<file path="src/jtda_consts.vh">
`ifndef JTDA_CONSTS_VH
`define JTDA_CONSTS_VH

// ****************************************
// tap controller states
// ****************************************
`define JTDA_ST_RESET    4'hf
`define JTDA_ST_IDLE     4'hc
`define JTDA_ST_SELDR    4'h7
`define JTDA_ST_CAPDR    4'h6
`define JTDA_ST_SHDR     4'h2
`define JTDA_ST_EX1DR    4'h1
`define JTDA_ST_PAUSEDR  4'h3
`define JTDA_ST_EX2DR    4'h0
`define JTDA_ST_UPDDR    4'h5
`define JTDA_ST_SELIR    4'h4
`define JTDA_ST_CAPIR    4'he
`define JTDA_ST_SHIR     4'ha
`define JTDA_ST_EX1IR    4'h9
`define JTDA_ST_PAUSEIR  4'hb
`define JTDA_ST_EX2IR    4'h8
`define JTDA_ST_UPDIR    4'hd

// ****************************************
// instructions and widths
// ****************************************
`define JTDA_IR_W        4
`define JTDA_IR_CAPTURE  4'h1
`define JTDA_INS_EXTEST  4'h0
`define JTDA_INS_IDCODE  4'h1
`define JTDA_INS_SAMPLE  4'h2
`define JTDA_INS_BYPASS  4'hf
`define JTDA_ID_W        32
`define JTDA_IDCODE_DEF  32'h5a5a_a001
`define JTDA_PINS        8
`define JTDA_BSR_W       24

// ****************************************
// erase sequencer states
// ****************************************
`define JTDA_ER_IDLE     3'h0
`define JTDA_ER_VOL      3'h1
`define JTDA_ER_FLASH    3'h2
`define JTDA_ER_PROT     3'h3
`define JTDA_ER_DONE     3'h4

`endif

</file>
<file path="src/jtda_tap.v">
// Summary of operation
// - 4-bit instruction register shifts from tdi on tck rising edges in shift-ir.
// - tms 1,1,0 returns to idle; instruction latched in update-ir.
// - latched instruction picks the data register between tdi and tdo.
// - data shifted out on tdo is what capture-dr loaded.
// - latched data register outputs change only in update-dr.
// - tap reset makes identification the active instruction.
// - boundary chain drives and observes every pin level.
// - extest drives boundary latches onto pins once latched.
// - sample/preload snapshots pins and loads output latches without disturbing them.
// - device reset puts all boundary pin outputs at high impedance a few clocks after the pin drops.
// - boundary scan needs clk running: tck is sampled, never used as a clock.
// - bus port cannot write page buffer under core hold; none when protected.
// - tck low at reset release asserts core hold; rest of system runs.
// - writing one to release_core_bit frees the core and opens page buffer writes.
// - chip erase clears volatile memory, then flash, then protected state.
// - erase_complete_flag set when erase finishes; debugger polls it.
// - newly programmed protection takes effect only after chip reset.
// - five tck periods with tms high reach test-logic-reset from anywhere.
// - jtag pins enable on a tck falling edge after reset release.
// - tck high at reset release keeps the jtag pins disabled.
`include "jtda_consts.vh"

module jtda_tap #(
    parameter [31:0] ID_CODE = `JTDA_IDCODE_DEF  // arbitrary identification value
) (
    // clock and reset
    input  wire                   clk,
    input  wire                   resetn,
    // jtag pins
    input  wire                   tckPin,
    input  wire                   tmsPin,
    input  wire                   tdiPin,
    output reg                    tdo,
    output reg                    tdoOe,
    // external reset pin
    input  wire                   extResetnPin,
    // boundary pins and core side
    input  wire [`JTDA_PINS-1:0]  padIn,
    output reg  [`JTDA_PINS-1:0]  padOut,
    output reg  [`JTDA_PINS-1:0]  padOe,
    input  wire [`JTDA_PINS-1:0]  coreOut,
    input  wire [`JTDA_PINS-1:0]  coreOe,
    // access port control and status
    input  wire                   releaseCoreWr,
    input  wire                   releaseCoreVal,
    input  wire                   eraseTriggerWr,
    input  wire                   protectProgrammed,
    output reg                    coreHoldReset,
    output wire                   coreHoldStatus,
    output reg                    coreRestartReq,
    output wire                   busAccessEnable,
    output wire                   pageBufWriteEnable,
    output reg                    protectedState,
    output reg                    eraseComplete,
    output wire                   jtagEnabled,
    // erase phase handshakes
    output wire                   volatileClearReq,
    input  wire                   volatileClearDone,
    output wire                   flashEraseReq,
    input  wire                   flashEraseDone,
    output wire                   protClearReq,
    input  wire                   protClearDone
);

    // ****************************************
    // pin synchronisers
    // ****************************************
    reg  [`JTDA_PINS+3:0] syncA_q;
    reg  [`JTDA_PINS+3:0] syncB_q;
    reg        tckPrev_q;
    reg        extPrev_q;
    wire       tckS   = syncB_q[0];
    wire       tmsS   = syncB_q[1];
    wire       tdiS   = syncB_q[2];
    wire       extS   = syncB_q[3];
    wire       tckRise = tckS & ~tckPrev_q;
    wire       tckFall = ~tckS & tckPrev_q;
    wire       extRelease = extS & ~extPrev_q;

    // tck is sampled, never used as a clock; keep it well below clk / 4
    always @(posedge clk or negedge resetn) begin
        if (!resetn) begin
            syncA_q   <= {(`JTDA_PINS+4){1'b0}};
            syncB_q   <= {(`JTDA_PINS+4){1'b0}};
            tckPrev_q <= 1'b0;
            extPrev_q <= 1'b0;
        end else begin
            syncA_q   <= {padIn, extResetnPin, tdiPin, tmsPin, tckPin};
            syncB_q   <= syncA_q;
            tckPrev_q <= syncB_q[0];
            extPrev_q <= syncB_q[3];
        end
    end

    // ****************************************
    // pin enable and core hold at reset release
    // ****************************************
    reg armEnable_q;
    reg pinsEn_q;
    reg holdReq_q;
    reg relBit_q;
    always @(posedge clk or negedge resetn) begin
        if (!resetn) begin
            armEnable_q <= 1'b0;
            pinsEn_q    <= 1'b0;
            holdReq_q   <= 1'b0;
        end else if (!extS) begin
            armEnable_q <= 1'b0;
            pinsEn_q    <= 1'b0;
            holdReq_q   <= 1'b0;
        end else if (extRelease) begin
            armEnable_q <= ~tckS;
            holdReq_q   <= ~tckS;
        end else if (armEnable_q && tckFall) begin
            pinsEn_q    <= 1'b1;
        end
    end

    assign jtagEnabled = pinsEn_q;
    always @(posedge clk or negedge resetn) begin
        if (!resetn) begin
            relBit_q       <= 1'b0;
            coreRestartReq <= 1'b0;
        end else begin
            coreRestartReq <= 1'b0;
            if (!extS || extRelease) begin
                relBit_q <= 1'b0;
            end else if (releaseCoreWr && !protectedState) begin
                relBit_q       <= releaseCoreVal;
                coreRestartReq <= relBit_q & ~releaseCoreVal;
            end
        end
    end

    always @(posedge clk or negedge resetn) begin
        if (!resetn) begin
            coreHoldReset <= 1'b1;
        end else begin
            coreHoldReset <= ~extS | (holdReq_q & ~relBit_q);
        end
    end

    assign coreHoldStatus     = holdReq_q & ~relBit_q;
    assign busAccessEnable    = ~protectedState;
    assign pageBufWriteEnable = ~protectedState & ~coreHoldReset;

    // ****************************************
    // protected state and chip erase
    // ****************************************
    reg [2:0] erState_q;
    reg [2:0] erState_d;
    always @* begin
        erState_d = erState_q;
        case (erState_q)
            `JTDA_ER_IDLE:  if (eraseTriggerWr) erState_d = `JTDA_ER_VOL;
            `JTDA_ER_VOL:   if (volatileClearDone) erState_d = `JTDA_ER_FLASH;
            `JTDA_ER_FLASH: if (flashEraseDone) erState_d = `JTDA_ER_PROT;
            `JTDA_ER_PROT:  if (protClearDone) erState_d = `JTDA_ER_DONE;
            `JTDA_ER_DONE:  erState_d = `JTDA_ER_IDLE;
            default:        erState_d = `JTDA_ER_IDLE;
        endcase
    end

    // user page is untouched: flashEraseReq covers the main array only
    assign volatileClearReq = (erState_q == `JTDA_ER_VOL);
    assign flashEraseReq    = (erState_q == `JTDA_ER_FLASH);
    assign protClearReq     = (erState_q == `JTDA_ER_PROT);

    always @(posedge clk or negedge resetn) begin
        if (!resetn) begin
            erState_q     <= `JTDA_ER_IDLE;
            eraseComplete <= 1'b0;
        end else begin
            erState_q <= erState_d;
            if (erState_q == `JTDA_ER_DONE) begin
                eraseComplete <= 1'b1;
            end else if (erState_q == `JTDA_ER_IDLE && eraseTriggerWr) begin
                eraseComplete <= 1'b0;
            end
        end
    end

    // programming only shows after a reset release, hence the sample point
    always @(posedge clk or negedge resetn) begin
        if (!resetn) begin
            protectedState <= 1'b0;
        end else if (erState_q == `JTDA_ER_PROT && protClearDone) begin
            protectedState <= 1'b0;
        end else if (extRelease) begin
            protectedState <= protectProgrammed;
        end
    end

    // ****************************************
    // tap state machine
    // ****************************************
    reg [3:0] tap_q;
    reg [3:0] tap_d;
    wire      tapReset = ~pinsEn_q | ~extS;

    always @* begin
        tap_d = tap_q;
        case (tap_q)
            `JTDA_ST_RESET:   tap_d = tmsS ? `JTDA_ST_RESET : `JTDA_ST_IDLE;
            `JTDA_ST_IDLE:    tap_d = tmsS ? `JTDA_ST_SELDR : `JTDA_ST_IDLE;
            `JTDA_ST_SELDR:   tap_d = tmsS ? `JTDA_ST_SELIR : `JTDA_ST_CAPDR;
            `JTDA_ST_CAPDR:   tap_d = tmsS ? `JTDA_ST_EX1DR : `JTDA_ST_SHDR;
            `JTDA_ST_SHDR:    tap_d = tmsS ? `JTDA_ST_EX1DR : `JTDA_ST_SHDR;
            `JTDA_ST_EX1DR:   tap_d = tmsS ? `JTDA_ST_UPDDR : `JTDA_ST_PAUSEDR;
            `JTDA_ST_PAUSEDR: tap_d = tmsS ? `JTDA_ST_EX2DR : `JTDA_ST_PAUSEDR;
            `JTDA_ST_EX2DR:   tap_d = tmsS ? `JTDA_ST_UPDDR : `JTDA_ST_SHDR;
            `JTDA_ST_UPDDR:   tap_d = tmsS ? `JTDA_ST_SELDR : `JTDA_ST_IDLE;
            `JTDA_ST_SELIR:   tap_d = tmsS ? `JTDA_ST_RESET : `JTDA_ST_CAPIR;
            `JTDA_ST_CAPIR:   tap_d = tmsS ? `JTDA_ST_EX1IR : `JTDA_ST_SHIR;
            `JTDA_ST_SHIR:    tap_d = tmsS ? `JTDA_ST_EX1IR : `JTDA_ST_SHIR;
            `JTDA_ST_EX1IR:   tap_d = tmsS ? `JTDA_ST_UPDIR : `JTDA_ST_PAUSEIR;
            `JTDA_ST_PAUSEIR: tap_d = tmsS ? `JTDA_ST_EX2IR : `JTDA_ST_PAUSEIR;
            `JTDA_ST_EX2IR:   tap_d = tmsS ? `JTDA_ST_UPDIR : `JTDA_ST_SHIR;
            `JTDA_ST_UPDIR:   tap_d = tmsS ? `JTDA_ST_SELDR : `JTDA_ST_IDLE;
            default:          tap_d = `JTDA_ST_RESET;
        endcase
    end

    always @(posedge clk or negedge resetn) begin
        if (!resetn) begin
            tap_q <= `JTDA_ST_RESET;
        end else if (tapReset) begin
            tap_q <= `JTDA_ST_RESET;
        end else if (tckRise) begin
            tap_q <= tap_d;
        end
    end

    // ****************************************
    // instruction register
    // ****************************************
    reg [`JTDA_IR_W-1:0] irShift_q;
    reg [`JTDA_IR_W-1:0] ir_q;
    always @(posedge clk or negedge resetn) begin
        if (!resetn) begin
            irShift_q <= `JTDA_IR_CAPTURE;
            ir_q      <= `JTDA_INS_IDCODE;
        end else if (tapReset || (tckRise && tap_q == `JTDA_ST_RESET)) begin
            ir_q      <= `JTDA_INS_IDCODE;
        end else if (tckRise) begin
            case (tap_q)
                `JTDA_ST_CAPIR: irShift_q <= `JTDA_IR_CAPTURE;
                `JTDA_ST_SHIR:  irShift_q <= {tdiS, irShift_q[`JTDA_IR_W-1:1]};
                `JTDA_ST_UPDIR: ir_q      <= irShift_q;
                default:        ir_q      <= ir_q;
            endcase
        end
    end

    // ****************************************
    // data registers
    // ****************************************
    function isBoundary;
        input [`JTDA_IR_W-1:0] ins;
        begin
            isBoundary = (ins == `JTDA_INS_EXTEST) || (ins == `JTDA_INS_SAMPLE);
        end
    endfunction

    reg                   bypass_q;
    reg [`JTDA_ID_W-1:0]  idShift_q;
    reg [`JTDA_BSR_W-1:0] bsrShift_q;
    reg [`JTDA_BSR_W-1:0] bsrUpd_q;
    wire [`JTDA_BSR_W-1:0] bsrCapture;

    // cell order per pin: input, output value, output enable
    genvar gi;
    generate
        for (gi = 0; gi < `JTDA_PINS; gi = gi + 1) begin : gCell
            assign bsrCapture[3*gi]   = syncB_q[4+gi];
            assign bsrCapture[3*gi+1] = coreOut[gi];
            assign bsrCapture[3*gi+2] = coreOe[gi];
        end
    endgenerate

    always @(posedge clk or negedge resetn) begin
        if (!resetn) begin
            bypass_q   <= 1'b0;
            idShift_q  <= {`JTDA_ID_W{1'b0}};
            bsrShift_q <= {`JTDA_BSR_W{1'b0}};
            bsrUpd_q   <= {`JTDA_BSR_W{1'b0}};
        end else if (tckRise) begin
            case (tap_q)
                `JTDA_ST_CAPDR: begin
                    bypass_q  <= 1'b0;
                    idShift_q <= ID_CODE;
                    if (isBoundary(ir_q)) bsrShift_q <= bsrCapture;
                end
                `JTDA_ST_SHDR: begin
                    if (ir_q == `JTDA_INS_IDCODE) begin
                        idShift_q <= {tdiS, idShift_q[`JTDA_ID_W-1:1]};
                    end else if (isBoundary(ir_q)) begin
                        bsrShift_q <= {tdiS, bsrShift_q[`JTDA_BSR_W-1:1]};
                    end else begin
                        bypass_q <= tdiS;
                    end
                end
                `JTDA_ST_UPDDR: if (isBoundary(ir_q)) bsrUpd_q <= bsrShift_q;
                default:        bypass_q <= bypass_q;
            endcase
        end
    end

    // ****************************************
    // tdo, changed on tck falling edge
    // ****************************************
    reg tdoBit;

    always @* begin
        if (tap_q == `JTDA_ST_SHIR) begin
            tdoBit = irShift_q[0];
        end else if (ir_q == `JTDA_INS_IDCODE) begin
            tdoBit = idShift_q[0];
        end else if (isBoundary(ir_q)) begin
            tdoBit = bsrShift_q[0];
        end else begin
            tdoBit = bypass_q;
        end
    end

    always @(posedge clk or negedge resetn) begin
        if (!resetn) begin
            tdo   <= 1'b0;
            tdoOe <= 1'b0;
        end else if (tapReset) begin
            tdo   <= 1'b0;
            tdoOe <= 1'b0;
        end else if (tckFall) begin
            tdo   <= tdoBit;
            tdoOe <= (tap_q == `JTDA_ST_SHIR) || (tap_q == `JTDA_ST_SHDR);
        end
    end

    // ****************************************
    // pad multiplexer
    // ****************************************
    integer pi;

    // synced reset level only: pads float a few clocks after the pin drops
    always @(posedge clk or negedge resetn) begin
        if (!resetn) begin
            padOut <= {`JTDA_PINS{1'b0}};
            padOe  <= {`JTDA_PINS{1'b0}};
        end else begin
            for (pi = 0; pi < `JTDA_PINS; pi = pi + 1) begin
                if (ir_q == `JTDA_INS_EXTEST && pinsEn_q) begin
                    padOut[pi] <= bsrUpd_q[3*pi+1];
                    padOe[pi]  <= bsrUpd_q[3*pi+2] & extS;
                end else begin
                    padOut[pi] <= coreOut[pi];
                    padOe[pi]  <= coreOe[pi] & extS;
                end
            end
        end
    end

endmodule // jtda_tap

</file>
<file path="config.mk">
export PLATFORM = sky130hd
export DESIGN_NAME = jtda_tap
export DESIGN_NICKNAME = d
export VERILOG_FILES = /design/src/jtda_tap.v
export VERILOG_INCLUDE_DIRS = /design/src
export SDC_FILE = /design/constraint.sdc
export NUM_CORES = 1
export LEC_CHECK = 0
export ABC_AREA = 0
export BUFFER_PORTS_ARGS = -buffer_cell sky130_fd_sc_hd__buf_2
export CAP_MARGIN = 20
export CORE_ASPECT_RATIO = 0.8
export CORE_MARGIN = 2
export CORE_UTILIZATION = 60
export DETAILED_ROUTE_END_ITERATION = 6
export GPL_TIMING_DRIVEN = 1
export PLACE_DENSITY = 0.79
export SYNTH_ARGS = -nofsm -noshare
export SYNTH_HDL_FRONTEND = slang
export SYNTH_SLANG_ARGS = --single-unit
</file>
<file path="constraint.sdc">
create_clock -name clk -period 2.8 [get_ports clk]
set_input_delay 0.14 -clock clk [delete_from_list [all_inputs] [get_ports clk]]
set_output_delay 0.14 -clock clk [all_outputs]
set_load 0.005 [all_outputs]
</file>
* Word-level counts from Yosys, hierarchy flattened
Index checks and enable logic that the tools add are counted.
** Operators by class
- Equality and inequality tests :: 33
- Multiplexer cells :: 69
- Bitwise logic cells :: 34
- Reductions and logical operators :: 35
** Operators with widths (number)
- $mux 24 :: 3
- $pmux 32 s2 :: 1
- $pmux 24 s2 :: 1
- $pmux 4 s12 :: 1
- $mux 1 :: 39
- $eq 4x4->1 const B :: 8
- $mux 32 :: 1
- $mux 3 :: 8
- $mux 4 :: 6
- $and 1x1->1 :: 22
- $reduce_bool 2->1 :: 9
- $eq 4x3->1 const B :: 4
- $ne 2x2->1 const B :: 7
- $eq 4x2->1 const B :: 3
- $mux 2 :: 6
- $pmux 3 s4 :: 1
- $ne 2x1->1 const B :: 5
- $not 1->1 :: 10
- $reduce_and 3->1 :: 3
- $eq 4x1->1 const B :: 2
- $logic_not 4->1 :: 2
- $pmux 4 s2 :: 1
- $reduce_and 4->1 :: 2
- $eq 3x2->1 const B :: 2
- 12 further kinds :: 24
** Storage, ports and cells
- Output and inout port bits :: 29
- Logic and storage cells :: 194
- Input port bits :: 37
- Flip-flop bits (word level) :: 147

* Longest topological paths before layout
- Depth in word-level cells :: 7
- Mapped depth :: 6
- Depth with buffers taken out :: 4

* Least setup slack after synthesis
Ideal clock, no wire load.
- Path type :: reg-to-reg
- From :: register tap_q[2]
- To :: register bsrUpd_q[10]
- Buffers on the path :: 1
- Clock period less this slack :: 1.576 ns
- Stages on the path, launching flop included :: 5
- Required time :: 2.675 ns
- Setup slack :: 1.224 ns
- Arrival :: 1.451 ns
- Path through :: dfstp_2 -> nor3b_4 -> nand4_4 -> buf_6 -> mux2_4
** Between the ends
- Longest elaborated chain between the ends :: 2
** RTL lines
- start: declaration :: line jtda_tap.v:198 : reg [3:0] tap_q;
- start signal: assignment :: line jtda_tap.v:227 : tap_q <= `JTDA_ST_RESET;
- start signal: assignment :: line jtda_tap.v:229 : tap_q <= `JTDA_ST_RESET;
- start signal: assignment :: line jtda_tap.v:231 : tap_q <= tap_d;
- $eq 4x3->1 :: line jtda_tap.v:289 : case (tap_q)
- $reduce_and 3->1 (no source line)
- end signal: assignment :: line jtda_tap.v:287 : bsrUpd_q <= {`JTDA_BSR_W{1'b0}};
- end signal: assignment :: line jtda_tap.v:304 : `JTDA_ST_UPDDR: if (isBoundary(ir_q)) bsrUpd_q <= bsrShift_q;
- end: declaration :: line jtda_tap.v:269 : reg [`JTDA_BSR_W-1:0] bsrUpd_q;
Every way passes these cells.
A chain may end at the register's enable or synchronous reset.

* Worst setup path after layout
- From :: register tap_q[1]
- To :: register bsrShift_q[16]
** Between the ends
- Longest elaborated chain between the ends :: 3
- Elaborated cells on any way between the ends :: 8
- Classes of those cells :: eq/ne: 5; mux: 1; reduce/logical: 2
** RTL lines
- $eq 4x3->1 or $eq 4x2->1 (tied branches) :: line jtda_tap.v:289
- $ne 2x2->1 (no source line) or $reduce_bool 2->1 (tied branches)
- $reduce_and 5->1 (no source line)
- end signal: assignment :: line jtda_tap.v:286 : bsrShift_q <= {`JTDA_BSR_W{1'b0}};
- end signal: assignment :: line jtda_tap.v:293 : if (isBoundary(ir_q)) bsrShift_q <= bsrCapture;
- end signal: assignment :: line jtda_tap.v:299 : bsrShift_q <= {tdiS, bsrShift_q[`JTDA_BSR_W-1:1]};
- end: declaration :: line jtda_tap.v:268 : reg [`JTDA_BSR_W-1:0] bsrShift_q;
Parallel ways exist; a longest one is shown, timed or not.

==> results.tsv <==
metric	value	unit
cts_root_buffer	clkbuf_16	
netlist_area	5630	um^2
worst_pin_slew	0.832	ns
synth_top_area_cell	dfrtp_1	
cts_tree	done	
ir_worst_vdd	565	uV
syn-num-nets	577	
avgSynthCellArea	10.4	um^2
synth_cell_types	49	
synth_edf_count	0	
setup_viol	0	
relSlewSlack	44.3	%
drv_cap	0	
nets	673	
drc	0	
first_global_vias	4355	
setup_tns	0	ns
grt-ovfl-total	0	
num_rows	31	
grt_first_pass_wirelength	21200	um
die_h	90.7	um
drive_gt1_share	21.1	%
timing.fmax	473	MHz
drt-pass1-iter-count	6	
cp-start-kind	register	
critPathCaptureType	register	
p_leak	3.29	nW
ys_seq_area_share	61.9	%
drtIter0Drc	369	
clkSlewWorstSetupHoldPaths	0.06	ns
synthTopCellsByCount	155 x nand2_1, 132 x dfrtp_1, 50 x nor2_1, 41 x o21ai_0, 26 x a31oi_1	
io_pins	66	
area.growth.synth_to_final	23.0	%
status	finished clean	
via_per_inst	5.64	
cp_data_required_time	3.13	ns
dp.cells	701	
globalRouteTotalUtil	26.8	%
numCtsBuffers	17	
antenna_found_initial	0	
fin_crit_sh	75.4	%
grt_max_degree	75	
die_x	112	um
wl	12700	um
worstSkewPairLatency	0.42	ns
hold_viol	0	
htree_levels	4	
io_buffer_count	65	
fin_crit	2.11	ns
vias	4309	
path_class	reg2reg	
dp_hpwl	7400	um
p_total	4.61	mW
start_util	62.1	%
synth_top_area_share	58.6	%
cts_setup_buffers	0	
die_area	10200	um^2
drv_slew	0	
synth-seq-cells	139	
drtAntennaViolNets	0	
floorplan.core_area	9080	um^2
clock-sinks	139	
p_per_area	665	nW/um^2
critPathMaxFanout	30	
synth_most_common_cell	nand2_1	
utilization	76.3	%
cts_buffer_depth	2	
whs	0.0178	ns
finalNonFillerCells	764	
cp.arrival	2.44	ns
hp-class	in2reg	
synth-main-ff-cell	dfrtp_1	
gp_congestion	0.786	
synth.area.top_cells	dfrtp_1 59%, nand2_1 10%, o21ai_0 3.6%	
wl_per_cell	16.6	um
synth_warnings	0	
synthCells	540	
ys_async_sr_fraction	100	%
finalClockSkew	0.0130	ns
grt_setup_unrepaired	false	
antenna_cells	0	
-- path summary, 6_finish.rpt --
check,to,slack [ns],startpoint,cells past startpoint
max,bsrShift_q[16]$_DFFE_PN0P_,0.69,tap_q[1]$_DFFE_PN1P_,5
min,bsrShift_q[8]$_DFFE_PN0P_,0.02,coreOe[2],3
max reg2reg,bsrShift_q[16]$_DFFE_PN0P_,0.69,tap_q[1]$_DFFE_PN1P_,5
min reg2reg,syncB_q[8]$_DFF_PN0_,0.34,syncA_q[8]$_DFF_PN0_,0
max in group asynchronous,protectedState$_DFFE_PN0P_,1.64,resetn,3
min in group asynchronous,syncA_q[7]$_DFF_PN0_,0.31,resetn,2
-- sequential cells by signal (all words and copies together), names as in the netlist, 3 cells and up --
name	cells
irShift_q	4
erState_q	3
syncB_q	12
padOut	8
bsrShift_q	24
padOe	8
bsrUpd_q	16
ir_q	4
tap_q	4
syncA_q	12
idShift_q	32
-- per-stage QoR --
| step | area (um^2) | setup slack, ns |
|---|---|---|
| floorplan | 5630 | 1.22 |
| global placement | 6030 | 0.823 |
| detailed placement | 6030 | 0.781 |
| CTS | 6910 | 0.721 |
| global route | 6930 | 0.550 |
| finish | 6930 | 0.688 |
-- power by group --
part	switching (mW)	internal (mW)	leakage [nW]
combinational	0.158	0.136	1.26
sequential	0.0539	2.07	1.74
clock	0.811	1.38	0.285
-- worst max-delay path, stage by stage, from the launching register on --
cell and delay, ns:
dfstp_2 0.67, nor3b_1 0.49, and2_1 0.23, buf_4 0.32
nand2_1 0.11, a31oi_1 0.21
-- cells in the final DEF, fill, tap and decap left out, types with 4 or more instances in the layout --
master         instances
clkbuf_16             17
clkbuf_1               5
a22o_1                 4
o211ai_1               4
dlygate4sd3_1         30
o31ai_1                4
nand3_1                4
buf_4                  9
nand2_1              155
clkinv_2               4
a21oi_1               10
dfstp_2                7
inv_1                 11
nor2_1                50
a31oi_1               26
buf_2                 64
o21ai_0               41
dfrtp_1              132
mux2_4                10
mux2_2                 6
a21boi_0               6
-- repair_timing --
action                                 CTS  global route
hold buffers                            30             0
endpoints found under the hold margin  104             0
resized for setup                        0             0
-- cells by family after synthesis --
| family | synth area share [%] |
|---|---|
| AOI/OAI and AO/OA | 12.0 |
| buffers and inverters | 3.42 |
| DFF | 61.9 |
| muxes | 4.22 |
| and+or+nand+nor | 18.5 |
-- metal layers --
layer | GRT usage, % | share of wire [%] | wire [um]
met3 | 7.45 | 6.6 | 841
met2 | 43.5 | 50 | 6340
met4 | 7.93 | 1.6 | 203
met5 | 0 | 0 | 0
met1 | 35.7 | 42 | 5310
-- area by class of cell --
cell class              count  area, um^2
clock buffers              25         485
clock inverters             7        88.8
fillers                   582        2150
inverters                  11        41.3
multi-input cells         362        1960
flip-flops and latches    139        3490
well taps                 115         144
repair buffers            105         719
(Power assumes the default switching activity.)
